--- src/common/clocked_serial_pkg.sv ---
// constants of the clocked serial interface and its baud generator
package clocked_serial_pkg;
    localparam int addr_width = 12;
    localparam logic [11:0] ctl0_offset = 12'h000;
    localparam logic [11:0] ctl1_offset = 12'h004;
    localparam logic [11:0] ctl2_offset = 12'h008;
    localparam logic [11:0] status_offset = 12'h00c;
    localparam logic [11:0] tx_offset = 12'h010;
    localparam logic [11:0] rx_offset = 12'h014;
    localparam logic [11:0] prescaler_mode_offset = 12'h018;
    // printed register index; the byte address is four times it, low bits decoded
    localparam logic [31:0] prescaler_compare_index = 32'hfffff8b1;
    localparam logic [11:0] prescaler_compare_offset = {prescaler_compare_index[9:0], 2'b00};
    // control register zero fields
    localparam int pwr_bit = 7;
    localparam int txe_bit = 6;
    localparam int rxe_bit = 5;
    localparam int dir_bit = 4;
    localparam int tms_bit = 1;
    localparam int sce_bit = 0;
    // control register one fields
    localparam int ckp_bit = 4;
    localparam int dap_bit = 3;
    localparam int cks_lsb = 0;
    // status fields
    localparam int tsf_bit = 7;
    localparam int ove_bit = 0;
    // prescaler mode fields
    localparam int bgce_bit = 4;
    localparam int prsm_k_lsb = 0;
    localparam logic [2:0] cks_external = 3'h7;
    localparam logic [2:0] cks_baud = 3'h6;
    localparam logic [7:0] reg8_reset = 8'h00;
    localparam logic [15:0] reg16_reset = 16'h0000;
    localparam logic [4:0] len_base = 5'h08;
    localparam logic [4:0] len_max = 5'h10;
    localparam logic [1:0] resp_okay = 2'b00;
    localparam logic [1:0] resp_slverr = 2'b10;
    typedef enum logic [1:0] {st_idle, st_run, st_tail} engine_state_type;
endpackage

--- src/hdl/baud_rate_generator.sv ---
// baud rate generator: main clock over 2^(k+1) times n
`timescale 1ns/1ps
`default_nettype none
module baud_rate_generator
    import clocked_serial_pkg::*;
(
    input wire logic aclk,
    input wire logic aresetn,
    input wire logic enable,
    input wire logic [1:0] mode,
    input wire logic [7:0] compare,
    output logic tick
);
    logic [3:0] pre_q;
    logic [7:0] cmp_q;
    logic tick_q;
    wire logic [3:0] pre_mask = 4'((5'h2 << mode) - 5'h1);
    wire logic pre_end = (pre_q & pre_mask) == pre_mask;
    // 8'h00 wraps to 255, so the compare period is 256
    wire logic [7:0] cmp_last = compare - 8'h01;
    wire logic cmp_end = pre_end && cmp_q == cmp_last;

    always_ff @(posedge aclk) begin
        if (!aresetn || !enable) begin
            pre_q <= 4'h0;
            cmp_q <= 8'h00;
            tick_q <= 1'b0;
        end else begin
            pre_q <= pre_end ? 4'h0 : pre_q + 4'h1;
            cmp_q <= cmp_end ? 8'h00 : (pre_end ? cmp_q + 8'h01 : cmp_q);
            tick_q <= cmp_end;
        end
    end

    assign tick = tick_q;
endmodule
`default_nettype wire

--- src/hdl/clocked_serial_interface.sv ---
// clocked serial interface with axi4-lite register access
// Operation
// - continuous transmit raises transmit-enable irq when buffer moves into shifter
// - single modes never raise transmit-enable irq; receive-complete irq at completion
// - with reception enabled, receive-complete irq on new word and on overrun
// - with data phase 1, busy clears half a serial clock after receive-complete irq
// - powered down, clock pin floats for select all ones, else idles at inverted polarity
// - idle clock pin level follows polarity and clock select rewrites at once
// - powered down, data-out is low, or first transmit bit with transmit enable and data phase 1
// - idle data-out follows transmit enable, bit order and data phase rewrites
// - single mode ignores transmit writes while busy and starts nothing
// - single receive-only mode does not start on a receive read while busy
// - overrun flag is set in single and continuous modes alike
// - master continuous receive runs the clock until scan enable is cleared
// - in receive-only mode, receive register read triggers the next reception
// - baud clock is main clock over 2^(k+1) times n, n zero meaning 256
// - baud generator output feeds the serial unit and the baud_clock_tick port
// - overrun flag clears on writing zero; writing one has no effect
//
// Our own choice: register access over AXI4-Lite.
`timescale 1ns/1ps
`default_nettype none
module clocked_serial_interface
    import clocked_serial_pkg::*;
(
    input wire logic aclk,
    input wire logic aresetn,
    input wire logic [11:0] s_axi_awaddr,
    input wire logic s_axi_awvalid,
    output logic s_axi_awready,
    input wire logic [31:0] s_axi_wdata,
    input wire logic [3:0] s_axi_wstrb,
    input wire logic s_axi_wvalid,
    output logic s_axi_wready,
    output logic [1:0] s_axi_bresp,
    output logic s_axi_bvalid,
    input wire logic s_axi_bready,
    input wire logic [11:0] s_axi_araddr,
    input wire logic s_axi_arvalid,
    output logic s_axi_arready,
    output logic [31:0] s_axi_rdata,
    output logic [1:0] s_axi_rresp,
    output logic s_axi_rvalid,
    input wire logic s_axi_rready,
    input wire logic serial_clock_pin_i,
    output logic serial_clock_pin_o,
    output logic serial_clock_pin_oe_n,
    output logic serial_data_out_pin,
    input wire logic serial_data_in_pin,
    output logic transmit_enable_irq,
    output logic receive_complete_irq,
    output logic baud_clock_tick
);
    function automatic logic is_at(input logic [11:0] addr, input logic [11:0] off);
        is_at = addr[11:2] == off[11:2];
    endfunction

    function automatic logic [4:0] word_len(input logic [3:0] cl);
        word_len = cl[3] ? len_max : len_base + {2'b00, cl[2:0]};
    endfunction

    function automatic logic out_bit(input logic [15:0] v, input logic dir,
                                     input logic [4:0] len);
        out_bit = dir ? v[0] : v[4'(len - 5'h01)];
    endfunction

    function automatic logic [15:0] rx_align(input logic [15:0] v, input logic dir,
                                             input logic [4:0] len);
        rx_align = dir ? v >> (len_max - len) : v & 16'((17'h1 << len) - 17'h1);
    endfunction

    function automatic logic [6:0] half_mask(input logic [2:0] cks);
        half_mask = 7'((8'h2 << cks) - 8'h1);
    endfunction

    // bus handshake state
    logic awready_q, wready_q, bvalid_q, arready_q, rvalid_q;
    logic [1:0] bresp_q, rresp_q;
    logic [11:0] waddr_q;
    logic [31:0] wdata_q, rdata_q;
    logic [3:0] wstrb_q;
    // software registers
    logic [7:0] ctl0_q, ctl1_q, ctl2_q, prsm_q, prscm_q;
    logic [15:0] tx_buf_q, rx_q;
    logic ove_q, rx_full_q, tx_pend_q;
    // engine
    engine_state_type state_q;
    logic [15:0] tx_sh_q, rx_sh_q;
    logic [4:0] cnt_q;
    logic [6:0] div_q;
    logic sck_q, sck_oe_n_q, sdo_q, sck_prev_q, irq_t_q, irq_r_q;
    logic baud_tick;

    wire logic pwr = ctl0_q[pwr_bit];
    wire logic txe = ctl0_q[txe_bit];
    wire logic rxe = ctl0_q[rxe_bit];
    wire logic dir = ctl0_q[dir_bit];
    wire logic tms = ctl0_q[tms_bit];
    wire logic sce = ctl0_q[sce_bit];
    wire logic ckp = ctl1_q[ckp_bit];
    wire logic dap = ctl1_q[dap_bit];
    wire logic [2:0] cks = ctl1_q[cks_lsb +: 3];
    wire logic [4:0] len = word_len(ctl2_q[3:0]);

    // register bus decode
    wire logic wr_go = !awready_q && !wready_q && !bvalid_q;
    wire logic rd_go = s_axi_arvalid && arready_q;
    wire logic w_ctl0 = wr_go && wstrb_q[0] && is_at(waddr_q, ctl0_offset);
    wire logic w_ctl1 = wr_go && wstrb_q[0] && is_at(waddr_q, ctl1_offset);
    wire logic w_ctl2 = wr_go && wstrb_q[0] && is_at(waddr_q, ctl2_offset);
    wire logic w_stat = wr_go && wstrb_q[0] && is_at(waddr_q, status_offset);
    wire logic w_tx = wr_go && (&wstrb_q[1:0]) && is_at(waddr_q, tx_offset);
    wire logic w_prsm = wr_go && wstrb_q[0] && is_at(waddr_q, prescaler_mode_offset);
    wire logic w_prscm = wr_go && wstrb_q[0] && is_at(waddr_q, prescaler_compare_offset);
    wire logic w_map = is_at(waddr_q, ctl0_offset) || is_at(waddr_q, ctl1_offset)
        || is_at(waddr_q, ctl2_offset) || is_at(waddr_q, status_offset)
        || is_at(waddr_q, tx_offset) || is_at(waddr_q, rx_offset)
        || is_at(waddr_q, prescaler_mode_offset) || is_at(waddr_q, prescaler_compare_offset);
    wire logic r_rx = rd_go && is_at(s_axi_araddr, rx_offset);
    wire logic busy = state_q != st_idle;
    wire logic [7:0] status_val = {busy, 6'h00, ove_q};
    wire logic r_map = is_at(s_axi_araddr, ctl0_offset) || is_at(s_axi_araddr, ctl1_offset)
        || is_at(s_axi_araddr, ctl2_offset) || is_at(s_axi_araddr, status_offset)
        || is_at(s_axi_araddr, tx_offset) || is_at(s_axi_araddr, rx_offset)
        || is_at(s_axi_araddr, prescaler_mode_offset)
        || is_at(s_axi_araddr, prescaler_compare_offset);
    wire logic [31:0] rd_val =
        is_at(s_axi_araddr, ctl0_offset) ? {24'h0, ctl0_q} :
        is_at(s_axi_araddr, ctl1_offset) ? {24'h0, ctl1_q} :
        is_at(s_axi_araddr, ctl2_offset) ? {24'h0, ctl2_q} :
        is_at(s_axi_araddr, status_offset) ? {24'h0, status_val} :
        is_at(s_axi_araddr, tx_offset) ? {16'h0, tx_buf_q} :
        is_at(s_axi_araddr, rx_offset) ? {16'h0, rx_q} :
        is_at(s_axi_araddr, prescaler_mode_offset) ? {24'h0, prsm_q} :
        is_at(s_axi_araddr, prescaler_compare_offset) ? {24'h0, prscm_q} : 32'h0;

    // serial clock edges, internal or from the pin
    wire logic idle_lvl = ~ckp;
    wire logic external = cks == cks_external;
    wire logic div_tick = (div_q & half_mask(cks)) == half_mask(cks);
    wire logic master_tick = (cks == cks_baud) ? baud_tick : div_tick;
    wire logic pin_edge = serial_clock_pin_i != sck_prev_q;
    wire logic lead = (state_q == st_run) && (external ? (pin_edge && sck_prev_q == idle_lvl)
        : (master_tick && sck_q == idle_lvl));
    wire logic trail = busy && (external ? (pin_edge && sck_prev_q != idle_lvl)
        : (master_tick && sck_q != idle_lvl));
    wire logic sample = (state_q == st_run) && (dap ? lead : trail);
    wire logic advance = (state_q == st_run) && (dap ? trail : lead);
    wire logic last = sample && cnt_q == len - 5'h01;
    wire logic finish = dap ? (state_q == st_tail && trail) : last;
    // continuous receive keeps going while scan enable stays set
    wire logic more = tms && (txe ? tx_pend_q : (rxe && sce));
    wire logic start_tx = w_tx && txe;
    wire logic start_rx = r_rx && !txe && rxe && sce;
    // starts only from idle, so busy writes and reads start nothing
    wire logic start = pwr && !busy && (start_tx || start_rx);
    wire logic load = start || (pwr && finish && more);
    wire logic [15:0] load_val = start ? wdata_q[15:0] : tx_buf_q;
    wire logic [15:0] rx_next = dir ? {serial_data_in_pin, rx_sh_q[15:1]}
        : {rx_sh_q[14:0], serial_data_in_pin};
    wire logic tx_take = w_tx && !(busy && !tms);
    wire logic sdo_idle = txe && dap && out_bit(tx_buf_q, dir, len);
    wire logic sdo_run = !txe ? 1'b0 : ((dap || lead) ? out_bit(tx_sh_q, dir, len) : sdo_q);

    baud_rate_generator u_baud (
        .aclk(aclk),
        .aresetn(aresetn),
        .enable(prsm_q[bgce_bit]),
        .mode(prsm_q[prsm_k_lsb +: 2]),
        .compare(prscm_q),
        .tick(baud_tick)
    );

    // axi4-lite write channel
    always_ff @(posedge aclk) begin
        if (!aresetn) begin
            awready_q <= 1'b1;
            wready_q <= 1'b1;
            bvalid_q <= 1'b0;
            bresp_q <= resp_okay;
            waddr_q <= 12'h000;
            wdata_q <= 32'h0000_0000;
            wstrb_q <= 4'h0;
        end else begin
            if (s_axi_awvalid && awready_q) begin
                awready_q <= 1'b0;
                waddr_q <= s_axi_awaddr;
            end
            if (s_axi_wvalid && wready_q) begin
                wready_q <= 1'b0;
                wdata_q <= s_axi_wdata;
                wstrb_q <= s_axi_wstrb;
            end
            if (wr_go) begin
                bvalid_q <= 1'b1;
                bresp_q <= w_map ? resp_okay : resp_slverr;
            end else if (bvalid_q && s_axi_bready) begin
                bvalid_q <= 1'b0;
                awready_q <= 1'b1;
                wready_q <= 1'b1;
            end
        end
    end

    // axi4-lite read channel
    always_ff @(posedge aclk) begin
        if (!aresetn) begin
            arready_q <= 1'b1;
            rvalid_q <= 1'b0;
            rdata_q <= 32'h0000_0000;
            rresp_q <= resp_okay;
        end else if (rd_go) begin
            arready_q <= 1'b0;
            rvalid_q <= 1'b1;
            rdata_q <= rd_val;
            rresp_q <= r_map ? resp_okay : resp_slverr;
        end else if (rvalid_q && s_axi_rready) begin
            rvalid_q <= 1'b0;
            arready_q <= 1'b1;
        end
    end

    // software registers
    always_ff @(posedge aclk) begin
        if (!aresetn) begin
            ctl0_q <= reg8_reset;
            ctl1_q <= reg8_reset;
            ctl2_q <= reg8_reset;
            prsm_q <= reg8_reset;
            prscm_q <= reg8_reset;
            tx_buf_q <= reg16_reset;
        end else begin
            if (w_ctl0) ctl0_q <= wdata_q[7:0];
            if (w_ctl1) ctl1_q <= wdata_q[7:0];
            if (w_ctl2) ctl2_q <= wdata_q[7:0];
            if (w_prsm) prsm_q <= wdata_q[7:0];
            if (w_prscm) prscm_q <= wdata_q[7:0];
            if (tx_take) tx_buf_q <= wdata_q[15:0];
        end
    end

    // receive data, overrun and pending transmit word
    always_ff @(posedge aclk) begin
        if (!aresetn) begin
            rx_q <= reg16_reset;
            rx_full_q <= 1'b0;
            ove_q <= 1'b0;
            tx_pend_q <= 1'b0;
        end else begin
            if (last && rxe) rx_q <= rx_align(rx_next, dir, len);
            // a completing word wins over a same-cycle read
            rx_full_q <= (last && rxe) || (rx_full_q && !r_rx && pwr);
            // set wins over the clear; writing one leaves it alone
            ove_q <= (last && rxe && rx_full_q)
                || (ove_q && !(w_stat && !wdata_q[ove_bit]));
            if (!pwr) tx_pend_q <= 1'b0;
            else if (w_tx && busy && tms && txe) tx_pend_q <= 1'b1;
            else if (load) tx_pend_q <= 1'b0;
        end
    end

    // transfer engine
    always_ff @(posedge aclk) begin
        if (!aresetn || !pwr) begin
            state_q <= st_idle;
            cnt_q <= 5'h00;
            tx_sh_q <= reg16_reset;
            rx_sh_q <= reg16_reset;
        end else begin
            if (load) state_q <= st_run;
            else if (last && dap) state_q <= st_tail;
            else if (finish) state_q <= st_idle;
            if (load) cnt_q <= 5'h00;
            else if (sample) cnt_q <= cnt_q + 5'h01;
            if (load) tx_sh_q <= load_val;
            else if (advance) tx_sh_q <= dir ? tx_sh_q >> 1 : tx_sh_q << 1;
            if (sample) rx_sh_q <= rx_next;
        end
    end

    // pins, clock divider and interrupt pulses
    always_ff @(posedge aclk) begin
        if (!aresetn) begin
            div_q <= 7'h00;
            sck_q <= 1'b1;
            sck_oe_n_q <= 1'b1;
            sdo_q <= 1'b0;
            sck_prev_q <= 1'b1;
            irq_t_q <= 1'b0;
            irq_r_q <= 1'b0;
        end else begin
            div_q <= busy ? div_q + 7'h01 : 7'h00;
            sck_prev_q <= serial_clock_pin_i;
            if (busy && !external) sck_q <= master_tick ? ~sck_q : sck_q;
            else sck_q <= idle_lvl;
            sck_oe_n_q <= external;
            sdo_q <= busy ? sdo_run : sdo_idle;
            irq_t_q <= load && tms && txe;
            irq_r_q <= last && (rxe || !tms);
        end
    end

    assign s_axi_awready = awready_q;
    assign s_axi_wready = wready_q;
    assign s_axi_bvalid = bvalid_q;
    assign s_axi_bresp = bresp_q;
    assign s_axi_arready = arready_q;
    assign s_axi_rvalid = rvalid_q;
    assign s_axi_rdata = rdata_q;
    assign s_axi_rresp = rresp_q;
    assign serial_clock_pin_o = sck_q;
    assign serial_clock_pin_oe_n = sck_oe_n_q;
    assign serial_data_out_pin = sdo_q;
    assign transmit_enable_irq = irq_t_q;
    assign receive_complete_irq = irq_r_q;
    assign baud_clock_tick = baud_tick;
endmodule
`default_nettype wire

--- config.mk ---
export PLATFORM = sky130hd
export DESIGN_NAME = clocked_serial_interface
export DESIGN_NICKNAME = d
export VERILOG_FILES = /design/src/common/clocked_serial_pkg.sv /design/src/hdl/baud_rate_generator.sv /design/src/hdl/clocked_serial_interface.sv
export SDC_FILE = /design/constraint.sdc
export NUM_CORES = 1
export LEC_CHECK = 0
export ABC_CLOCK_PERIOD_IN_PS = 3600
export BUFFER_PORTS_ARGS = -buffer_cell sky130_fd_sc_hd__buf_2
export CAP_MARGIN = 20
export CORE_MARGIN = 2
export CORE_UTILIZATION = 59
export DETAILED_ROUTE_END_ITERATION = 12
export PLACE_DENSITY = 0.85
export SLEW_MARGIN = 20
export SYNTH_ARGS = -nofsm -noshare
export SYNTH_HDL_FRONTEND = slang
export SYNTH_SLANG_ARGS = --single-unit
--- constraint.sdc ---
create_clock -name aclk -period 3.6 [get_ports aclk]
set_input_delay 0 -clock aclk [delete_from_list [all_inputs] [get_ports aclk]]
set_output_delay 0 -clock aclk [all_outputs]
set_load 0.01 [all_outputs]
* Word-level counts from Yosys, hierarchy flattened
Cells that the tools add are included.
Word-level totals: flip-flop bits (word level) 211, bits in latches 0, RAM bits 0, memory bits (read-only) 0, memories 0
Cells by class: add/subtract/negate cells 11, multipliers 0, divide/modulo/power cells 0, $lt $le $gt $ge 1, equal/unequal tests 29, shifts and indexed selects 4, multiplexer cells 52, bitwise gates (word level) 5, reductions and logical operators 107
Operator list (count):
- 16-bit two-way mux | 12
- 10-bit by 3-bit == test with 1-bit output (second input constant) | 6
- 1-bit logical AND | 56
- 10-bit by 2-bit == test with 1-bit output (second input constant) | 4
- 1-bit two-way mux | 31
- 1-bit logical OR | 22
- 10-bit by 1-bit == test with 1-bit output (second input constant) | 2
- 10-bit by 8-bit == test with 1-bit output (second input constant) | 2
- 10-bit logical NOT | 2
- 16-bit bitwise AND | 1
- 8-bit two-way mux | 2
- 1-bit by 5-bit << shifter with 16-bit output (first input constant) | 1
- 16-bit by 5-bit right shift with 16-bit output | 1
- 16-bit by 1-bit subtractor with 16-bit output (second input constant) | 1
- 1-bit logical NOT | 14
- 2-bit nonzero test | 6
- 8-bit by 1-bit adder with 8-bit output (second input constant) | 1
- 1-bit binary-select mux with 4-bit select | 2
- 8-bit == test | 1
- 2-bit two-way mux | 4
- 8-bit by 1-bit subtractor with 8-bit output (second input constant) | 1
- 7-bit by 1-bit adder with 7-bit output (second input constant) | 1
- 7-bit bitwise AND | 1
- 7-bit == test | 1
- 25 further kinds | 34

* Depth between registers and ports, before layout
Gate-level depths: netlist of the first run.
depth in word-level cells 17, depth in mapped cells 14, mapped depth without buffers 11

* Hierarchy
A second synthesis of the first run with hierarchy kept.
Unflattened totals: cell total of the unflattened synthesis 1266, area, all modules 10593.9 µm²
Modules (own cells, without submodules):
- clocked_serial_interface | instances 1, cells each 1178, area each 9768.1 µm²
- baud_rate_generator | instances 1, cells each 88, area each 825.8 µm²

* Worst setup path before layout of the first run
OpenSTA, ideal clock, no wires.
path type reg2reg, from reg ctl2_q[3], to reg state_q[1], library setup time 132 ps, arrival 2960 ps, required time 3468 ps, slack 508 ps, cell stages (with the launch flop) 15, cell sequence dfxtp_1 -> nand2b_1 -> buf_2 -> clkbuf_1 -> ha_1 -> ha_1 -> xor2_1 -> nand2_1 -> a211oi_2 -> a21boi_1 -> or3_4 -> and2_1 -> buf_6 -> nand2_1 -> o22ai_1
Between the ends: word-level cells in the longest chain between the ends 9, elaborated cells on any way between the ends 12
Ends and longest elaborated chain:
- start: declaration | line clocked_serial_interface.sv:83 | logic [7:0] ctl0_q, ctl1_q, ctl2_q, prsm_q, prscm_q;
- start signal: assignment | line clocked_serial_interface.sv:228 | ctl2_q <= reg8_reset;
- start signal: assignment | line clocked_serial_interface.sv:235 | if (w_ctl2) ctl2_q <= wdata_q[7:0];
- 5-bit two-way mux * | line clocked_serial_interface.sv:59 | word_len = cl[3] ? len_max : len_base + {2'b00, cl[2:0]};
- 5-bit by 1-bit subtractor with 5-bit output *
- 5-bit == test * | line clocked_serial_interface.sv:149 | wire logic last = sample && cnt_q == len - 5'h01;
- 1-bit logical AND * | line clocked_serial_interface.sv:149
- 1-bit two-way mux | line clocked_serial_interface.sv:150 | wire logic finish = dap ? (state_q == st_tail && trail) : last;
- 1-bit logical AND (2 in series) | line clocked_serial_interface.sv:157 | wire logic load = start || (pwr && finish && more);
- 1-bit logical OR | line clocked_serial_interface.sv:157
- 2-bit OR reduction (no line)
- end signal: assignment | line clocked_serial_interface.sv:265 | state_q <= st_idle;
- end signal: assignment | line clocked_serial_interface.sv:270 | if (load) state_q <= st_run;
- end signal: assignment | line clocked_serial_interface.sv:271 | else if (last && dap) state_q <= st_tail;
- end: declaration | line clocked_serial_interface.sv:87 | engine_state_type state_q;
Every way passes the cells marked *; elsewhere a longest branch is shown, timed or not. A chain may end at the register's enable or synchronous reset.

* Worst setup path after layout of the first run
from reg ctl2_q[1], to reg tx_sh_q[4]
Between the ends: word-level cells in the longest chain between the ends 10, elaborated cells on any way between the ends 11
Ends and longest elaborated chain:
- 4-bit by 3-bit adder with 5-bit output * | line clocked_serial_interface.sv:59
- 5-bit two-way mux * | line clocked_serial_interface.sv:59
- 5-bit by 1-bit subtractor with 5-bit output *
- 5-bit == test * | line clocked_serial_interface.sv:149
- 1-bit logical AND * | line clocked_serial_interface.sv:149
- 1-bit two-way mux * | line clocked_serial_interface.sv:150
- 1-bit logical AND * (2 in series) | line clocked_serial_interface.sv:157
- 1-bit logical OR * | line clocked_serial_interface.sv:157
- 16-bit two-way mux or 2-bit nonzero test (tied branches)
- end signal: assignment | line clocked_serial_interface.sv:267 | tx_sh_q <= reg16_reset;
- end signal: assignment | line clocked_serial_interface.sv:275 | if (load) tx_sh_q <= load_val;
- end signal: assignment | line clocked_serial_interface.sv:276 | else if (advance) tx_sh_q <= dir ? tx_sh_q >> 1 : tx_sh_q << 1;
- end: declaration | line clocked_serial_interface.sv:88 | logic [15:0] tx_sh_q, rx_sh_q;
Marks and branches as above.

==> results.py, run 1 <==
metrics = {
    "worst_setup_path": {
        "r2r-end": "tx_sh_q[4]$_SDFFE_PN0P_",
        "start_kind": "register",
        "cp_num_buf_inv": 1,
        "slowest_stage": "dfxtp_1",
        "endpoint_kind": "register",
        "cpLargestDelayFamily": "simple AND/OR/NAND/NOR gates",
        "cp_common_cell": "ha_1",
        "worstReg2RegStart": "ctl2_q[1]$_SDFFE_PN0P_",
        "crit_fanout": 14,
        "crit_start": "ctl2_q[1]$_SDFFE_PN0P_",
        "path_cells": "nand2b_1, ha_1, ha_1, xor2_1, nand2_1, a211oi_2, a21boi_1, or3_4, and2_1, buf_4, a211oi_1",
        "regToRegSetupSlack_ps": 490,
        "r2r_cells": 11,
        "endpoint": "tx_sh_q[4]$_SDFFE_PN0P_",
        "arrival_ps": 3460,
        "slowest_delay_ps": 470,
        "critical_path_cell_count": 11,
        "timing_worst_setup_path_type": "reg -> reg",
        "required_ps": 3960,
    },
    "grt": {
        "grt_use_total_pct": 32.3,
        "grt_overflow": 0,
        "grt_pass1_vias": 9018,
        "grt_max_degree": 61,
        "grt_first_pass_wirelength_um": 46700,
        "grt_antenna_before_repair": 0,
    },
    "yosys": {
        "synth-main-ff-cell": "dfxtp_1",
        "async_reset_ff_share_pct": 0,
        "yosys-top-cells-area": "dfxtp_1, mux2i_1, nand2_1",
        "syn_avg_cell_area_um2": 8.45,
        "netlist.area_leader.share_pct": 37.2,
        "ys_seq_area_share_pct": 37.2,
        "yosys.area.top_type": "dfxtp_1",
        "synth_edf_count": 0,
        "ys_ff_latch": 191,
        "ys_types": 72,
        "synth.yosys.warnings": 0,
        "synth_area_mm2": 0.0103,
        "syn_inst": 1215,
    },
    "drt": {
        "wl_um": 29600,
        "routed_via_density": 6.31,
        "drc": 0,
        "vias": 9658,
        "drt_first_iter_violations": 1225,
        "wire_per_inst_um": 19.3,
        "drt.antenna.violating_nets": 0,
        "drt-pass1-iter-count": 9,
    },
    "clock_network": {
        "clkTransAtPathRegs_ps": 80,
        "numClockSinks": 191,
        "cts-root-buf": "clkbuf_16",
        "cts-buffers-inserted": 17,
        "cts_max_level": 4,
        "cts_buffer_depth": 2,
        "clk_latency_ps": 450,
        "cts_tree": "built",
    },
    "timing": {
        "finalCriticalPeriod_ps": 3110,
        "setup_tns_ps": 0,
        "relSlewSlack_pct": 33.9,
        "finalCritPeriodShare_pct": 86.3,
        "tightest_slew_ps": 984,
        "final_hold_viol_count": 0,
        "setup-violations-final": 0,
        "timing.fmax_mhz": 322,
        "slew_violations": 0,
        "fin_skew_ps": 19.0,
        "rsz0062_at_grt": "false",
    },
    "power_and_ir_drop": {
        "ir_drop_mv": 0.343,
        "power_density_mw_per_mm2": 382,
        "power_leakage_nw": 4.52,
    },
    "layout": {
        "syn_to_final_growth_pct": 14.2,
        "final_util_pct": 68.3,
        "nNetsFinal": 1373,
        "antennaDiodeCount": 0,
        "final_layout_size_suffix_gt1_share_pct": 14.5,
    },
    "floorplanning": {
        "fp.dieW_um": 136,
        "floorplan.initialDensity_pct": 59.8,
        "io_pins": 116,
        "die_area_mm2": 0.0185,
        "rows": 48,
        "die_y_um": 136,
        "core_area_mm2": 0.0172,
    },
    "placement": {
        "port_buffers": 75,
        "dp_hpwl_um": 19500,
        "finalWeightedCongestion": 0.949,
    },
    "worst_hold_path": {
        "hold_path.class": "in -> reg",
    },
    "outcome": {
        "status": "finished, final reports clean",
    },
    "run": {
        "max_cap_violations": 0,
    },
}
## layout make-up
cell class	instances	area (um2)
Multi-Input combinational cell	926	5980
Clock inverter	15	213
Tap cell	225	282
Timing Repair Buffer	135	921
Fill cell	1336	5450
Sequential cell	191	3820
Inverter	21	81.3
Clock buffer	17	425
## per-layer routing
layer / vias to the layer above / GRT usage (%) / share of wire, %
met1: 4526 / 41.2 / 39
li1: 4474 / - / -
met2: 530 / 50.9 / 46
met4: 0 / 17.1 / 4.6
met3: 128 / 7.35 / 10
met5: - / 0 / 0
## worst min path at each step
stage | start | endpoint | depth (start not counted)
after floorplan | s_axi_awvalid | s_axi_awready$_SDFF_PN1_ | 1
after global placement | s_axi_wvalid | s_axi_wready$_SDFF_PN1_ | 2
after detailed placement | s_axi_awvalid | s_axi_awready$_SDFF_PN1_ | 2
after CTS | s_axi_arvalid | s_axi_rvalid$_SDFFE_PN0P_ | 4
after global routing | s_axi_arvalid | s_axi_rvalid$_SDFFE_PN0P_ | 4
final | s_axi_arvalid | s_axi_rvalid$_SDFFE_PN0P_ | 4
## synthesized netlist by cell type (10+ instances only)
cell type	n
nor2b_1	13
xor2_1	21
a21boi_0	12
a311oi_1	14
dfxtp_1	191
xnor2_1	14
nor2_1	151
nor3_1	36
a211oi_1	10
nand2_1	151
nand2b_1	26
a21oi_1	56
mux2_2	17
inv_1	19
o22ai_1	12
clkbuf_1	53
mux2i_1	95
buf_2	14
buf_4	21
o21ai_0	53
nand3_1	43
ha_1	12
mux4_2	13
## what timing repair did
item	in CTS	in global routing
resized for setup	0	0
hold buffers	38	0
setup endpoints to repair	0	0
hold endpoints to repair	36	0
buffers inserted	0	0
## power by group
| part | switching [mW] | internal [mW] | total, mW |
|---|---|---|---|
| Sequential | 0.0454 | 2.15 | 2.19 |
| Clock | 0.960 | 1.07 | 2.03 |
| Combinational | 0.143 | 0.105 | 0.248 |
| Total | 1.15 | 3.33 | 4.47 |
## layout by cell type, fill, tap and decap left out, drive strengths merged, types with 9 or more instances in the layout
cell,count
dfxtp,191
nor2,152
nand2,151
buf,97
mux2i,95
a21oi,56
o21ai,54
nand3,43
dlygate4sd3,38
nor3,38
inv,27
nand2b,26
xor2,21
conb,20
a211oi,19
mux2,17
clkbuf,17
xnor2,14
a311oi,14
nor2b,13
mux4,13
a21boi,13
o22ai,12
ha,12
a221oi,10
nor3b,9
a22oi,9
o31ai,9
## registers in the layout, indices dropped and copies added, names as in the netlist, 4 cells and up
name / count
prscm_q: 8
s_axi_rdata: 16
prsm_q: 8
tx_buf_q: 16
rx_sh_q: 16
tx_sh_q: 16
ctl2_q: 8
cnt_q: 5
ctl1_q: 8
u_baud.cmp_q: 8
wdata_q: 16
u_baud.pre_q: 4
waddr_q: 10
rx_q: 16
ctl0_q: 8
div_q: 7
## cell families after synthesis
group	after synthesis	synth area share [%]
AO/OA/AOI/OAI	239	16.0
XOR/XNOR	35	2.99
adder cells (fa/ha/maj)	12	1.46
buffers and inverters	116	5.35
flip-flops	191	37.2
multiplexers	125	14.0
other	2	0.0732
AND/OR/NAND/NOR	495	22.9
## worst min-delay path, cell delays in order
cell	delay, ps
buf_2	80
nand2_1	50
buf_4	210
a21oi_1	130
## per-stage QoR
step           cells  cell area (um2)  power [mW]  setup WS [ps]  hold WS, ps
4_1_cts         1530            11700        4.45            527         62.8
2_1_floorplan   1233            10300        2.37            508          100
5_1_grt         1530            11700        4.59            314          108
3_3_place_gp    1460            10700        2.44            622          205
3_5_place_dp    1460            10700        2.44            556          224
6_report        1530            11700        4.47            493         60.7
No activity file was read; power rests on OpenSTA's default activity.
==> run 2, diff against run 1 <==
ABC_AREA = 1   (was default)
==> run 2 against run 1 <==
Net effect: register-to-register slack better by 80 ps; final cell count is 19% higher; critical endpoint is now tx_sh_q[6]$_SDFFE_PN0P_; sequential power hardly changed; clock-buffer cell count stayed put; first-iteration DRC count is 1.6% higher; clock skew is 6.6 ps lower; routed wire length is 3.9% higher; sequential cell count stayed put; synthesized area is 1.0% higher; largest cell class unchanged; largest power group unchanged; total power is 2.3% lower.
==> results.py, run 2 <==
metrics = {
    "grt": {
        "grt_antenna_before_repair": 1,
        "grt_use_total_pct": 33.0,
        "grt_first_pass_wirelength_um": 48400,
        "grt_max_degree": 86,
        "grt_pass1_vias": 9758,
        "grt_overflow": 0,
    },
    "power_and_ir_drop": {
        "power_density_mw_per_mm2": 375,
        "clockPowerShare_pct": 44.1,
        "p_switching_mw": 1.19,
        "p_int_mw": 3.18,
        "seqPwrFrac_pct": 49.9,
        "power_leakage_nw": 4.66,
        "swShare_pct": 27.2,
        "pwr-share-comb_pct": 6.0,
        "power.total_mw": 4.37,
        "ir_drop_mv": 0.351,
    },
    "drt": {
        "drt.antenna.violating_nets": 0,
        "drt_first_iter_violations": 1245,
        "wl_um": 30700,
        "drt-pass1-iter-count": 6,
        "wire_per_inst_um": 16.8,
        "routed_via_density": 5.84,
        "drc": 0,
        "vias": 10700,
    },
    "yosys": {
        "synth-main-ff-cell": "dfxtp_1",
        "yosys-top-cells-area": "dfxtp_1, o21ai_0, nand2_1",
        "ys_ff_latch": 191,
        "yosys-top-cells-count": "nand2_1, o21ai_0, dfxtp_1, a21oi_1, inv_1",
        "yosys.area_share.xor_xnor_pct": 2.62,
        "syn_inst": 1514,
        "muxShareOfSynthArea_pct": 0.0965,
        "synth_top_family_by_area": "compound AO/OA/AOI/OAI gates",
        "ys_seq_area_share_pct": 36.9,
        "syn_avg_cell_area_um2": 6.85,
        "synth.yosys.warnings": 0,
        "synth_area_mm2": 0.0104,
        "async_reset_ff_share_pct": 0,
        "yosys.area.top_type": "dfxtp_1",
        "synth-compound-area-share_pct": 25.4,
        "synth-simple-area-share_pct": 22.0,
        "netlist.area_leader.share_pct": 36.9,
        "synth_edf_count": 0,
        "synth_most_common_cell": "nand2_1",
        "synthAdderAreaFrac_pct": 1.45,
        "ys_types": 48,
    },
    "layout": {
        "fillers": 1390,
        "multi_input_area_mm2": 0.00543,
        "final-seq-area_mm2": 0.00382,
        "nNetsFinal": 1666,
        "final_layout_size_suffix_gt1_share_pct": 11.1,
        "final_common_cell": "nand2_1",
        "syn_to_final_growth_pct": 12.5,
        "mostFrequentLayoutCells": "nand2_1, o21ai_0, dfxtp_1, a21oi_1, inv_1",
    },
    "timing": {
        "setup_tns_ps": 0,
        "tightest_slew_ps": 990,
        "setup-violations-final": 0,
        "finalCriticalPeriod_ps": 3030,
        "final_hold_viol_count": 0,
        "rsz0062_at_grt": "false",
        "timing.fmax_mhz": 330,
        "fin_skew_ps": 12.4,
        "slew_violations": 0,
        "relSlewSlack_pct": 33.5,
        "finalCritPeriodShare_pct": 84.1,
    },
    "clock_network": {
        "cts-buffers-inserted": 17,
        "numClockSinks": 191,
        "cts_tree": "built",
        "clkTransAtPathRegs_ps": 90,
        "cts-resized-gates": 0,
        "clk_latency_ps": 450,
        "cts_max_level": 4,
        "cts_buffer_depth": 2,
        "cts-root-buf": "clkbuf_16",
    },
    "floorplanning": {
        "die_area_mm2": 0.0187,
        "fp.dieW_um": 137,
        "rows": 48,
        "core_area_mm2": 0.0172,
        "die_y_um": 137,
        "io_pins": 116,
        "floorplan.initialDensity_pct": 60.2,
    },
    "placement": {
        "port_buffers": 75,
        "dp_hpwl_um": 20700,
        "finalWeightedCongestion": 0.960,
    },
    "run": {
        "max_cap_violations": 0,
    },
    "worst_hold_path": {
        "worstHoldStart": "s_axi_arvalid",
        "hold_path_end": "s_axi_rdata[9]$_SDFFE_PN0P_",
        "hold_path.class": "in -> reg",
        "min_delay_path_depth": 5,
    },
    "worst_setup_path": {
        "endpoint_kind": "register",
        "start_kind": "register",
        "timing_worst_setup_path_type": "reg -> reg",
        "regToRegSetupSlack_ps": 570,
        "arrival_ps": 3370,
        "r2r_cells": 14,
        "required_ps": 3940,
        "r2r-end": "tx_sh_q[6]$_SDFFE_PN0P_",
        "crit_fanout": 36,
        "worstReg2RegStart": "ctl2_q[1]$_SDFFE_PN0P_",
    },
    "outcome": {
        "status": "finished, final reports clean",
    },
}
run 2: final cells by class:
type                    count  share of cell area (%)
multi-input cells        1070                    46.5
clock buffers              17                    3.64
well taps                 225                    2.41
inverters                 179                    5.76
clock inverters            15                    1.61
flip-flops and latches    191                    32.8
repair buffers            126                    7.29
diodes                      1                  0.0214
run 2: cell families after synthesis:
group | after synthesis
other | 2
XOR/XNOR | 31
flip-flops | 191
multiplexers | 1
AND/OR/NAND/NOR | 519
buffers and inverters | 271
adder cells (fa/ha/maj) | 12
AO/OA/AOI/OAI | 487
run 2: how the worst max path moves through the flow:
stage                                       from  depth (start not counted)                       to
after floorplan           ctl2_q[3]$_SDFFE_PN0P_                         17  tx_sh_q[3]$_SDFFE_PN0P_
after global placement    ctl2_q[3]$_SDFFE_PN0P_                         12     rx_q[7]$_SDFFE_PN0P_
after detailed placement  ctl2_q[1]$_SDFFE_PN0P_                         13     rx_q[7]$_SDFFE_PN0P_
after CTS                 ctl2_q[1]$_SDFFE_PN0P_                         14  tx_sh_q[6]$_SDFFE_PN0P_
after global routing      ctl2_q[1]$_SDFFE_PN0P_                         14  tx_sh_q[6]$_SDFFE_PN0P_
final                     ctl2_q[1]$_SDFFE_PN0P_                         14  tx_sh_q[6]$_SDFFE_PN0P_
run 2: critical path: stages, from the launching register on:
cell	delay [ps]
dfxtp_1	350
inv_1	80
nor2_1	180
inv_1	90
ha_1	640
xor2_1	200
nand3_1	100
nor3_2	230
nand4_1	150
nand2_2	100
nand2_4	220
nand2_4	270
nand2_1	90
nand2_1	110
a21oi_2	60
run 2: power groups by stage:
stage / registers [mW] / logic, mW / clock network [mW]
after global placement: 2.22 / 0.208 / 0
after detailed placement: 2.23 / 0.213 / 0
final: 2.18 / 0.264 / 1.93
after global routing: 2.18 / 0.287 / 2.01
after floorplan: 2.21 / 0.152 / 0
after CTS: 2.18 / 0.246 / 1.93
run 2: stage by stage:
step	cells	setup slack, ps	utilization, %	hold WS, ps	instance area, um2
6_report	1824	572	67.7	102	11700
5_1_grt	1824	338	67.7	110	11700
4_1_cts	1823	627	67.7	85.4	11700
3_5_place_dp	1754	681	62.0	233	10700
3_3_place_gp	1754	694	62.0	228	10700
2_1_floorplan	1532	999	-	107	10400
run 2: per-layer routing:
metal	global-route usage (%)	wire length [um]	share of wire, %	vias up
met5	0	0	0	-
met4	14.1	984	3.2	0
met3	6.56	2730	8.9	85
met2	55.2	14800	48	563
met1	41.5	12300	40	4825
li1	-	-	-	5187
run 2: repair_timing:
item / CTS / global route
endpoints found under the hold margin: 42 / 0
hold buffers: 37 / 0
setup buffers: 0 / 0
setup endpoints to repair: 0 / 0
